**config.mk**
```make
export PLATFORM = sky130hd
export DESIGN_NAME = froe_core
export DESIGN_NICKNAME = d
export VERILOG_FILES = /design/src/hw/froe_pkg.sv /design/src/hw/froe_alu.sv /design/src/hw/froe_core.sv
export SDC_FILE = /design/constraint.sdc
export NUM_CORES = 1
export LEC_CHECK = 0
export CORE_UTILIZATION = 29
export DETAILED_ROUTE_END_ITERATION = 7
export DONT_BUFFER_PORTS = 1
export SETUP_SLACK_MARGIN = 0.2
export SLEW_MARGIN = 20
export SYNTH_ARGS = -nofsm -noshare
export SYNTH_HDL_FRONTEND = slang
export SYNTH_SLANG_ARGS = --single-unit
```
**constraint.sdc**
```tcl
create_clock -name ref_clk_i -period 3.9 [get_ports ref_clk_i]
set_clock_uncertainty 0.15 [all_clocks]
set_input_delay 0.195 -clock ref_clk_i [delete_from_list [all_inputs] [get_ports ref_clk_i]]
set_output_delay 0.195 -clock ref_clk_i [all_outputs]
set_load 0.1 [all_outputs]
```
**src/hw/froe_pkg.sv**
```systemverilog
// Constants and types for the file register op executor
package froe_pkg;
  localparam int DATA_W = 8;
  localparam int FADDR_W = 7;
  localparam int PROG_CNT_W = 13;
  localparam int LIT_W = 11;
  localparam int PAGE_W = 5;
  localparam int PAGE_LO = 3;
  localparam int PAGE_HI = 4;
  localparam logic [PROG_CNT_W-1:0] PROG_CNT_RST = 13'h0000;
  localparam logic [DATA_W-1:0] W_RST = 8'h00;
  localparam logic [DATA_W-1:0] ZERO_B = 8'h00;
  localparam logic [DATA_W-1:0] ONE_B = 8'h01;
  localparam logic [PROG_CNT_W-1:0] PROG_CNT_ONE = 13'h0001;
  localparam logic DEST_W = 1'b0;
  localparam logic DEST_F = 1'b1;

  typedef enum logic [2:0] {
    FROE_OP_NONE = 3'h0,
    FROE_OP_CLEAR_FILE = 3'h1,
    FROE_OP_CLEAR_WORK = 3'h2,
    FROE_OP_DEC = 3'h3,
    FROE_OP_INC = 3'h4,
    FROE_OP_DSZ = 3'h5,
    FROE_OP_BR = 3'h6
  } froe_op_t;

  typedef enum logic [1:0] {
    FROE_ST_RUN = 2'b00,
    FROE_ST_FLUSH = 2'b01
  } froe_state_t;
endpackage

```
**src/hw/froe_alu.sv**
```systemverilog
// Increment / decrement unit with zero detect
`timescale 1ns/1ps
module froe_alu
  import froe_pkg::*;
#(
  parameter int WIDTH = DATA_W
) (
  // Operand and decrement select
  input wire logic [WIDTH-1:0] a_i,
  input wire logic dec_i,
  // Result
  output logic [WIDTH-1:0] y_o,
  output logic zero_o
);
  if (WIDTH < 1) begin : g_width_check
    $error("froe_alu: WIDTH must be at least 1");
  end
  // Wraps modulo 2^WIDTH, no carry out [RULE9]
  assign y_o = dec_i ? WIDTH'(a_i - 1'b1) : WIDTH'(a_i + 1'b1);
  assign zero_o = (y_o == '0); // [RULE8]
endmodule

```
**src/hw/froe_core.sv**
```systemverilog
// File register op executor: clear, inc/dec, skip and branch
// How it works
// [RULE1] A clear-file op writes zero to the file register at the 7-bit address and sets zero.
// [RULE2] A clear-working op writes zero to the working register and sets zero, no operand.
// [RULE3] A decrement op writes f-1 to working (dest 0) or file (dest 1) and updates zero.
// [RULE4] An increment op writes f+1 to working (dest 0) or file (dest 1) and updates zero.
// [RULE5] Decrement-skip writes f-1 to the destination, flags untouched, and flushes next if 0.
// [RULE6] A branch loads its 11-bit literal into count<10:0> and latch<4:3> into count<12:11>.
// [RULE7] A branch always takes two cycles, the second one an empty slot.
// [RULE8] Inc and dec set zero when the 8-bit result is zero and clear it otherwise.
// [RULE9] Inc and dec wrap modulo 256 and touch no carry or borrow flag.
`timescale 1ns/1ps
module froe_core
  import froe_pkg::*;
(
  // Clock and reset
  input wire logic ref_clk_i,
  input wire logic rst_n_i,
  // Decoded instruction
  input wire logic op_valid_i,
  input wire froe_op_t op_i,
  input wire logic [FADDR_W-1:0] faddr_i,
  input wire logic dest_i,
  input wire logic [LIT_W-1:0] lit_i,
  // Core state inputs
  input wire logic [DATA_W-1:0] fdata_i,
  input wire logic [PAGE_W-1:0] page_latch_i,
  // File register write port
  output logic fwr_en_o,
  output logic [FADDR_W-1:0] fwr_addr_o,
  output logic [DATA_W-1:0] fwr_data_o,
  // Core state outputs
  output logic [DATA_W-1:0] working_o,
  output logic zero_flag_o,
  output logic [PROG_CNT_W-1:0] program_counter_o,
  output logic flush_o
);
  froe_state_t state_q;
  logic [DATA_W-1:0] alu_y;
  logic alu_z;
  logic take;
  logic is_dec;

  assign take = op_valid_i && (state_q == FROE_ST_RUN);
  assign is_dec = (op_i == FROE_OP_DEC) || (op_i == FROE_OP_DSZ);

  froe_alu #(
    .WIDTH(DATA_W)
  ) u_alu (
    .a_i(fdata_i),
    .dec_i(is_dec),
    .y_o(alu_y),
    .zero_o(alu_z)
  );

  // Sequencer for the empty slot
  always_ff @(posedge ref_clk_i or negedge rst_n_i) begin
    if (!rst_n_i) begin
      state_q <= FROE_ST_RUN;
      flush_o <= 1'b0;
    end else begin
      case (state_q)
        FROE_ST_RUN: begin
          if (take && (op_i == FROE_OP_BR)) begin
            state_q <= FROE_ST_FLUSH; // [RULE7]
            flush_o <= 1'b1;
          end else if (take && (op_i == FROE_OP_DSZ) && alu_z) begin
            state_q <= FROE_ST_FLUSH; // [RULE5]
            flush_o <= 1'b1;
          end else begin
            flush_o <= 1'b0;
          end
        end
        FROE_ST_FLUSH: begin
          state_q <= FROE_ST_RUN;
          flush_o <= 1'b0;
        end
        default: begin
          state_q <= FROE_ST_RUN;
          flush_o <= 1'b0;
        end
      endcase
    end
  end

  // File register write
  always_ff @(posedge ref_clk_i or negedge rst_n_i) begin
    if (!rst_n_i) begin
      fwr_en_o <= 1'b0;
      fwr_addr_o <= '0;
      fwr_data_o <= ZERO_B;
    end else begin
      fwr_en_o <= 1'b0;
      fwr_addr_o <= faddr_i;
      fwr_data_o <= alu_y;
      if (take) begin
        case (op_i)
          FROE_OP_CLEAR_FILE: begin
            fwr_en_o <= 1'b1; // [RULE1]
            fwr_data_o <= ZERO_B;
          end
          FROE_OP_DEC, FROE_OP_INC, FROE_OP_DSZ: begin
            fwr_en_o <= (dest_i == DEST_F); // [RULE3] [RULE4] [RULE5]
          end
          default: begin
            fwr_en_o <= 1'b0;
          end
        endcase
      end
    end
  end

  // Working register
  always_ff @(posedge ref_clk_i or negedge rst_n_i) begin
    if (!rst_n_i) begin
      working_o <= W_RST;
    end else if (take) begin
      case (op_i)
        FROE_OP_CLEAR_WORK: working_o <= ZERO_B; // [RULE2]
        FROE_OP_DEC, FROE_OP_INC, FROE_OP_DSZ: begin
          if (dest_i == DEST_W) begin
            working_o <= alu_y; // [RULE3] [RULE4] [RULE5]
          end
        end
        default: working_o <= working_o;
      endcase
    end
  end

  // Zero flag
  always_ff @(posedge ref_clk_i or negedge rst_n_i) begin
    if (!rst_n_i) begin
      zero_flag_o <= 1'b0;
    end else if (take) begin
      case (op_i)
        FROE_OP_CLEAR_FILE: zero_flag_o <= 1'b1; // [RULE1]
        FROE_OP_CLEAR_WORK: zero_flag_o <= 1'b1; // [RULE2]
        FROE_OP_DEC, FROE_OP_INC: zero_flag_o <= alu_z; // [RULE8]
        default: zero_flag_o <= zero_flag_o; // [RULE5] [RULE6]
      endcase
    end
  end

  // Program counter
  always_ff @(posedge ref_clk_i or negedge rst_n_i) begin
    if (!rst_n_i) begin
      program_counter_o <= PROG_CNT_RST;
    end else if (take && (op_i == FROE_OP_BR)) begin
      program_counter_o <= {page_latch_i[PAGE_HI:PAGE_LO], lit_i}; // [RULE6]
    end else begin
      program_counter_o <= PROG_CNT_W'(program_counter_o + PROG_CNT_ONE);
    end
  end

  // Checks
  a_clear_file_zero: assert property (@(posedge ref_clk_i) disable iff (!rst_n_i) // [RULE1]
    take && op_i == FROE_OP_CLEAR_FILE |=> fwr_en_o && fwr_data_o == ZERO_B && zero_flag_o)
    else $error("clear-file did not clear and set zero");
  a_clear_work_zero: assert property (@(posedge ref_clk_i) disable iff (!rst_n_i) // [RULE2]
    take && op_i == FROE_OP_CLEAR_WORK |=> working_o == ZERO_B && zero_flag_o && !fwr_en_o)
    else $error("clear-working did not clear and set zero");
  a_dec_dest_result: assert property (@(posedge ref_clk_i) disable iff (!rst_n_i) // [RULE3]
    take && op_i == FROE_OP_DEC && dest_i == DEST_W |=>
      working_o == DATA_W'($past(fdata_i) - ONE_B) && !fwr_en_o)
    else $error("decrement to working wrong");
  a_inc_file_result: assert property (@(posedge ref_clk_i) disable iff (!rst_n_i) // [RULE4]
    take && op_i == FROE_OP_INC && dest_i == DEST_F |=>
      fwr_en_o && fwr_data_o == DATA_W'($past(fdata_i) + ONE_B))
    else $error("increment to file wrong");
  a_dsz_skip_flush: assert property (@(posedge ref_clk_i) disable iff (!rst_n_i) // [RULE5]
    take && op_i == FROE_OP_DSZ |=>
      flush_o == ($past(fdata_i) == ONE_B) && $stable(zero_flag_o))
    else $error("decrement-skip flush or flag wrong");
  a_branch_pc_load: assert property (@(posedge ref_clk_i) disable iff (!rst_n_i) // [RULE6]
    take && op_i == FROE_OP_BR |=>
      program_counter_o == {$past(page_latch_i[PAGE_HI:PAGE_LO]), $past(lit_i)}
      && $stable(zero_flag_o))
    else $error("branch target wrong");
  a_branch_two_cycle: assert property (@(posedge ref_clk_i) disable iff (!rst_n_i) // [RULE7]
    take && op_i == FROE_OP_BR |=> flush_o ##1 !flush_o && state_q == FROE_ST_RUN)
    else $error("branch not two cycles");
  a_zero_tracks_result: assert property (@(posedge ref_clk_i) disable iff (!rst_n_i) // [RULE8]
    take && (op_i == FROE_OP_INC || op_i == FROE_OP_DEC) |=> zero_flag_o == (
      $past(op_i) == FROE_OP_INC ? $past(fdata_i) == 8'hff : $past(fdata_i) == ONE_B))
    else $error("zero flag does not match result");
  a_wrap_inc_zero: assert property (@(posedge ref_clk_i) disable iff (!rst_n_i) // [RULE9]
    take && op_i == FROE_OP_INC && dest_i == DEST_W && fdata_i == 8'hff |=>
      working_o == ZERO_B)
    else $error("increment did not wrap");
  a_clear_file_addr: assert property (@(posedge ref_clk_i) disable iff (!rst_n_i) // [RULE1]
    take && op_i == FROE_OP_CLEAR_FILE |=>
      fwr_addr_o == $past(faddr_i))
    else $error("clear-file wrote the wrong address");
  a_dec_file_result: assert property (@(posedge ref_clk_i) disable iff (!rst_n_i) // [RULE3]
    take && op_i == FROE_OP_DEC && dest_i == DEST_F |=>
      fwr_en_o && fwr_data_o == DATA_W'($past(fdata_i) - ONE_B) && $stable(working_o))
    else $error("decrement to file wrong");
  a_inc_dest_result: assert property (@(posedge ref_clk_i) disable iff (!rst_n_i) // [RULE4]
    take && op_i == FROE_OP_INC && dest_i == DEST_W |=>
      working_o == DATA_W'($past(fdata_i) + ONE_B) && !fwr_en_o)
    else $error("increment to working wrong");
  a_dsz_dest_write: assert property (@(posedge ref_clk_i) disable iff (!rst_n_i) // [RULE5]
    take && op_i == FROE_OP_DSZ |=>
      fwr_en_o == ($past(dest_i) == DEST_F) && fwr_data_o == DATA_W'($past(fdata_i) - ONE_B))
    else $error("decrement-skip file write wrong");
  a_dsz_work_dest: assert property (@(posedge ref_clk_i) disable iff (!rst_n_i) // [RULE5]
    take && op_i == FROE_OP_DSZ && dest_i == DEST_W |=>
      working_o == DATA_W'($past(fdata_i) - ONE_B))
    else $error("decrement-skip to working wrong");
  a_slot_no_write: assert property (@(posedge ref_clk_i) disable iff (!rst_n_i) // [RULE5]
    state_q == FROE_ST_FLUSH |=>
      !fwr_en_o && !flush_o && $stable(working_o) && $stable(zero_flag_o))
    else $error("discarded slot changed state");
  a_branch_no_write: assert property (@(posedge ref_clk_i) disable iff (!rst_n_i) // [RULE6]
    take && op_i == FROE_OP_BR |=>
      !fwr_en_o && $stable(working_o))
    else $error("branch touched file or working register");
  a_count_step: assert property (@(posedge ref_clk_i) disable iff (!rst_n_i) // [RULE7]
    !(take && op_i == FROE_OP_BR) |=>
      program_counter_o == PROG_CNT_W'($past(program_counter_o) + PROG_CNT_ONE))
    else $error("program counter did not step");
  a_wrap_dec_ones: assert property (@(posedge ref_clk_i) disable iff (!rst_n_i) // [RULE9]
    take && op_i == FROE_OP_DEC && dest_i == DEST_W && fdata_i == ZERO_B |=>
      working_o == ~ZERO_B && !zero_flag_o)
    else $error("decrement did not wrap");
endmodule

```
==> results of run 1 <==
what timing repair did:
item / in CTS / in global routing
endpoints found under the hold margin: 69 / 1
hold buffers: 27 / 1
buffers inserted: 0 / 0
flip-flops by register name, indices dropped and copies added, names as in the netlist:
signal	cells
state_q	1
fwr_data_o	8
program_counter_o	13
zero_flag_o	1
fwr_en_o	1
flush_o	1
working_o	8
fwr_addr_o	7
cell families after synthesis:
logic type,Yosys count,synth area share [%]
compound gates,49,16.2
mux,1,0.527
flops,40,46.8
simple gates,82,20.9
xor+xnor,15,6.14
buf+inv,12,3.22
fa+ha+maj,10,6.20
per-stage QoR:
stage / worst slack (ns) / hold WS [ns]
floorplan: 1.60 / -0.251
global placement: 1.39 / -0.250
detailed placement: 1.33 / -0.250
CTS: 1.63 / 0.0254
global route: 1.35 / 0.0603
finish: 1.64 / 0.0451
tightest hold or removal path, cell delays in order:
cell and delay (ns):
o21ai_0 0.04, o21ai_0 0.06, and2_1 0.15
cells in the final DEF, fill, tap and decap left out, types with 2 or more instances in the layout:
cell	synthesis	final
and3_1	3	3
a21o_1	2	2
nor2b_1	2	2
dlygate4sd3_1	0	27
a211oi_4	2	2
clkbuf_8	0	6
nor2_1	17	17
inv_1	5	5
o21ai_0	17	17
nand3_1	5	5
nand4_1	3	3
nor3_1	3	3
xnor2_1	7	7
ha_1	9	9
o21ai_2	2	2
a21oi_1	3	3
xor2_1	8	8
o211ai_1	2	2
dfrtp_1	40	40
o21bai_1	3	3
o21ai_1	11	11
and2_1	2	2
nand2_1	30	30
buf_4	2	10
nand2b_1	5	5
power groups by stage:
stage	logic (mW)	registers [mW]	clock network [mW]
after CTS	0.704	0.934	0.363
after global routing	0.747	0.945	0.386
after detailed placement	0.667	0.943	0
after global placement	0.660	0.941	0
after floorplan	0.212	1.27	0
final	0.700	0.932	0.352
per-layer routing:
layer | up-vias | track usage (%) | wire, um | part of all wire, %
met1 | 760 | 15.5 | 2080 | 43
met5 | - | 0 | 0 | 0
li1 | 802 | - | - | -
met2 | 55 | 22.7 | 2310 | 47
met3 | 4 | 5.00 | 447 | 9.2
met4 | 0 | 2.68 | 38 | 0.78
area by class of cell:
type | instances | share of cell area, %
clock buffer | 6 | 3.06
clock inverter | 2 | 1.44
inverter | 6 | 0.834
multi-input combinational | 157 | 39.6
sequential | 40 | 37.1
tap | 96 | 4.45
timing repair buffer | 38 | 13.5
worst paths after layout:
| check | endpoint | slack, ns | depth (start not counted) |
|---|---|---|---|
| max in group asynchronous | program_counter_o[4]$_DFF_PN0_ | 3.18 | 2 |
| min in group asynchronous | working_o[1]$_DFFE_PN0P_ | 0.22 | 2 |
| worst min-delay path | fwr_en_o$_DFF_PN0_ | 0.05 | 3 |
| worst max register to register | fwr_data_o[0]$_DFF_PN0_ | 1.71 | 4 |
| worst min register to register | program_counter_o[1]$_DFF_PN0_ | 0.50 | 2 |
| worst max-delay path | flush_o$_DFF_PN0_ | 1.64 | 9 |
==> flow_summary_export.csv, run 1 <==
group,metric,value,unit
power,seqPwrFrac,47.0,%
global_route,grt_usage,13.1,%
min_path,worstHoldStart,"op_i[0]",
final_layout,fin_cells,345,
final_layout,finish.instance_area,2700,um2
clock_network,clk_latency,0.29,ns
setup_path,critPathLaunchType,"input port",
setup_path,startpoint,"op_i[2]",
clock_network,htreeDepth,2,
setup_path,path_delay_family,"compound AO/OA/AOI/OAI gates",
die,initial_core_util,30.8,%
logic_synthesis,synth_edf_count,0,
final_layout,layout-drive-gt1-share,13.7,%
final_layout,nNetsFinal,296,
logic_synthesis,yosysTopAreaCell,"dfrtp_1",
clock_network,clkSlewWorstSetupHoldPaths,0.07,ns
power,p_sw,1.09,mW
setup_path,cp_slowest_stage_delay,0.58,ns
power,p_int,0.898,mW
logic_synthesis,async_reset_ff_share,100,%
setup_path,critPathRequiredTime,3.92,ns
timing,hold_viol,0,
logic_synthesis,synth_cells,209,
power,share_comb_of_total_power,35.3,%
drt,wl_per_cell,14.1,um
clock_network,numClockSinks,40,
power,totalPowerFinal,1.98,mW
global_route,antenna_found_initial,0,
global_route,grt_pass1_wl,7.80,mm
die,io_pins,77,
timing,slew_headroom,33.7,%
setup_path,cp.arrival,2.28,ns
place,place_area,2280,um2
drt,first_pass_iters,6,
final_layout,area.growth.synth_to_final,26.2,%
logic_synthesis,yosysMostFrequentCell,"dfrtp_1",
timing,fin_crit,2.26,ns
clock_network,tritoncts,"done",
final_layout,multi_input_area,1070,um2
power,peakVddDrop,0.331,mV
timing,finalCritPeriodShare,57.9,%
clock_network,root_buffer,"clkbuf_8",
power,power_density,735,nW/um2
clock_network,cts_buffer_depth,2,
logic_synthesis,synth.avg_cell_area,10.2,um2
timing,tightest_slew,0.995,ns
setup_path,crit_chain,"xnor2_1 > nand2b_1 > inv_1 > ha_1 > o21ai_1 > a2111oi_0 > a311oi_2 > nand3_1 > o21bai_1",
logic_synthesis,synth.distinct_cells,48,
place,io_buffers,0,
drt,num_vias,1621,
global_route,grt_max_degree,41,
timing,fin_setup_tns,0,ns
timing,max_freq,0.443,GHz
timing,setup_viol,0,
setup_path,endpoint_kind,"register",
power,p_leak,1.11,nW
drt,drt_wl_total,4.87,mm
logic_synthesis,ys_seq_elements,40,
setup_path,path_max_fanout,9,
logic_synthesis,synth_warnings,0,
global_route,grt-ovfl-total,0,
logic_synthesis,synth_sequential_area_ratio,46.8,%
place,place_congestion,0.791,
place,place_inst,308,
final_layout,regArea,1000,um2
die,core,6940,um2
setup_path,rr_startpoint,"state_q[0]$_DFFE_PN0P_",
job,cap_violations,0,
timing,finalMaxSlewViolations,0,
global_route,grt_pass1_vias,1601,
timing,grt_setup_unrepaired,"false",
power,p_sw_share,54.7,%
clock_network,cts_buffers,5,
die,fp.dieW,87.9,um
logic_synthesis,ys.flop_type,"dfrtp_1",
status,status,"finished clean",
logic_synthesis,ys_top_cells_by_count,"dfrtp_1 (40), nand2_1 (30), nor2_1 (17), o21ai_0 (17), o21ai_1 (11)",
drt,antenna_left,0,
final_layout,postLayoutCoreUtil,38.9,%
clock_network,cts_resized,0,
logic_synthesis,syn_area,2140,um2
drt,vias_per_cell,4.70,
die,dieArea,7720,um2
die,row_count,30,
setup_path,crit_type,"input port to register",
power,p_clk_share,17.7,%
die,die_y,87.9,um
logic_synthesis,synth_area_leaders,"dfrtp_1 (47%), ha_1 (5.3%), nand2_1 (5.3%)",
drt,drcViolationCount,0,
final_layout,num-fill-cells,689,
logic_synthesis,synth_nets,257,
setup_path,critPathSlowestCell,"a2111oi_0",
drt,drt_iter0_drc,132,
logic_synthesis,yosys.area.top_type_share,46.8,%
final_layout,diodes,0,
setup_path,cp_num_buf_inv,1,
min_path,hold_path_class,"input port to register",
place,dp_hpwl,3.48,mm
(Power assumes the default switching activity.)
==> inputs of run 2 (changes only) <==
==> constraint.sdc (replaced) <==
create_clock -name ref_clk_i -period 2.27 [get_ports ref_clk_i]
set_clock_uncertainty 0.15 [all_clocks]
set_input_delay 0.1135 -clock ref_clk_i [delete_from_list [all_inputs] [get_ports ref_clk_i]]
set_output_delay 0.1135 -clock ref_clk_i [all_outputs]
set_load 0.1 [all_outputs]
==> flow_summary_export.csv, run 2 (synthesized netlist as in run 1, its figures left out) <==
group,metric,value,unit
status,status,"finished clean",
timing,fin_setup_tns,0,ns
clock_network,numClockSinks,40,
timing,hold_viol,0,
final_layout,area.growth.synth_to_final,38.1,%
setup_path,cp_slowest_stage_delay,0.61,ns
power,p_clk_share,18.6,%
drt,drt_wl_total,5.12,mm
clock_network,htreeDepth,2,
final_layout,largest_registers,"program_counter_o (13), fwr_data_o (8), working_o (8)",
power,seqPwrFrac,33.0,%
final_layout,nNetsFinal,317,
drt,drt_iter0_drc,59,
final_layout,multi_input_area,1140,um2
setup_path,critPathLaunchType,"input port",
final_layout,largest_register_ffs,13,
global_route,grt_pass1_vias,1693,
global_route,antenna_found_initial,0,
setup_path,cp_common_cell,"dlygate4sd3_1",
place,io_buffers,0,
min_path,hold_path_class,"input port to register",
global_route,grt_max_degree,41,
setup_path,crit_chain,"dlygate4sd3_1 > nor4_4 > mux2_2 > dlygate4sd3_1",
setup_path,critPathSlowestCell,"dlygate4sd3_1",
die,initial_core_util,30.8,%
global_route,grt-ovfl-total,0,
clock_network,clkSlewWorstSetupHoldPaths,0.07,ns
timing,finalCritPeriodShare,86.3,%
clock_network,cts_buffers,5,
power,p_int,1.75,mW
die,fp.dieW,87.9,um
final_layout,regMostFlops,"program_counter_o",
setup_path,endpoint_kind,"register",
setup_path,rr_startpoint,"state_q[0]$_DFFE_PN0P_",
power,p_sw,1.88,mW
global_route,grt_pass1_wl,8.14,mm
clock_network,cts_buffer_depth,2,
drt,vias_per_cell,4.59,
drt,first_pass_iters,4,
setup_path,path_delay_family,"buffers and inverters",
clock_network,root_buffer,"clkbuf_8",
power,totalPowerFinal,3.63,mW
place,dp_hpwl,3.65,mm
drt,antenna_left,0,
timing,tightest_slew,0.887,ns
final_layout,diodes,0,
setup_path,worst_r2r_path_depth,5,
timing,finalMaxSlewViolations,0,
drt,num_vias,1681,
die,die_y,87.9,um
setup_path,cp.arrival,1.97,ns
die,row_count,30,
final_layout,layout-drive-gt1-share,24.8,%
setup_path,path_max_fanout,7,
setup_path,r2r_slack,0.34,ns
min_path,hold_path_end,"fwr_en_o$_DFF_PN0_",
setup_path,cp_num_buf_inv,2,
clock_network,tritoncts,"done",
power,peakVddDrop,0.297,mV
job,cap_violations,0,
timing,slew_headroom,40.9,%
die,core,6940,um2
setup_path,critPathRequiredTime,2.28,ns
min_path,holdPathStages,3,
final_layout,final_common_cell,"dfrtp_1",
global_route,grt_usage,13.6,%
timing,max_freq,0.511,GHz
setup_path,crit_type,"input port to register",
final_layout,final_cell_mix,"dfrtp_1 (33), nand2_1 (30), buf_4 (30), dlygate4sd3_1 (28)",
timing,grt_setup_unrepaired,"false",
drt,drcViolationCount,0,
timing,fin_crit,1.96,ns
clock_network,clk_latency,0.29,ns
power,share_comb_of_total_power,48.3,%
timing,setup_viol,0,
final_layout,num-fill-cells,675,
min_path,worstHoldStart,"dest_i",
place,place_congestion,0.789,
power,power_density,1230,nW/um2
drt,wl_per_cell,14.0,um
die,dieArea,7720,um2
die,io_pins,77,
power,p_sw_share,51.8,%
final_layout,regArea,1010,um2
power,p_leak,1.21,nW
setup_path,regToRegEndpoint,"fwr_data_o[0]$_DFF_PN0_",
==> run 2: changes by cell type in the layout (fill, tap and decap cells not counted), moves of 5 or more <==
cell,change
dfrtp_2,+7
ha_4,+5
dfrtp_1,-7
buf_4,+20
ha_1,-5
==> run 2: power groups by stage <==
stage	Clock [mW]	Sequential [mW]	Combinational (mW)
after global placement	0	1.21	1.67
final	0.678	1.20	1.76
after CTS	0.697	1.20	1.77
after detailed placement	0	1.22	1.69
after global routing	0.726	1.23	1.85
after floorplan	0	2.19	0.386
==> run 2: worst min-delay path: cells and delay by family <==
family	cells	cell delay, ns
simple gates	1	0.13
compound gates	2	0.17
==> run 2: worst max path at each step <==
| stage | from | end | slack (ns) | cells past startpoint |
|---|---|---|---|---|
| after floorplan | op_i[1] | flush_o$_DFF_PN0_ | 0.20 | 10 |
| after global placement | op_i[2] | flush_o$_DFF_PN0_ | 0.15 | 9 |
| after detailed placement | op_i[2] | flush_o$_DFF_PN0_ | 0.09 | 9 |
| after CTS | state_q[0]$_DFFE_PN0P_ | program_counter_o[1]$_DFF_PN0_ | 0.23 | 3 |
| after global routing | op_i[2] | flush_o$_DFF_PN0_ | 0.23 | 9 |
| final | op_i[0] | program_counter_o[1]$_DFF_PN0_ | 0.31 | 4 |
==> run 2: what timing repair did <==
item | 4_1_cts | 5_1_grt
hold buffers | 29 | 0
gates resized for setup | 0 | 0
setup buffers | 0 | 1
endpoints found under the setup margin | 0 | 1
endpoints found under the hold margin | 70 | 0
==> run 2: final cells by class <==
class	instances	area share, %
clock buffer	6	2.46
clock inverter	2	2.03
inverter	6	0.847
multi-input combinational	157	38.6
sequential	40	34.2
tap	96	4.07
timing repair buffer	59	17.8
==> run 2: stage by stage <==
step	setup WS, ns	util, %	cell area, um2	cells	hold slack (ns)
4_1_cts	0.231	42.4	2950	365	0.0131
3_3_place_gp	0.148	36.2	2510	328	-0.331
3_5_place_dp	0.0889	36.2	2510	328	-0.331
2_1_floorplan	0.203	-	2220	209	-0.332
6_report	0.311	42.5	2950	366	0.0119
5_1_grt	0.234	42.5	2950	366	0.0293
==> run 2: layer usage <==
layer	GRT usage, %	up-vias	share of wire (%)
met4	3.58	0	1.0
met5	0	-	0
met2	21.8	54	45
met3	3.96	4	6.6
met1	17.9	777	47
li1	-	846	-
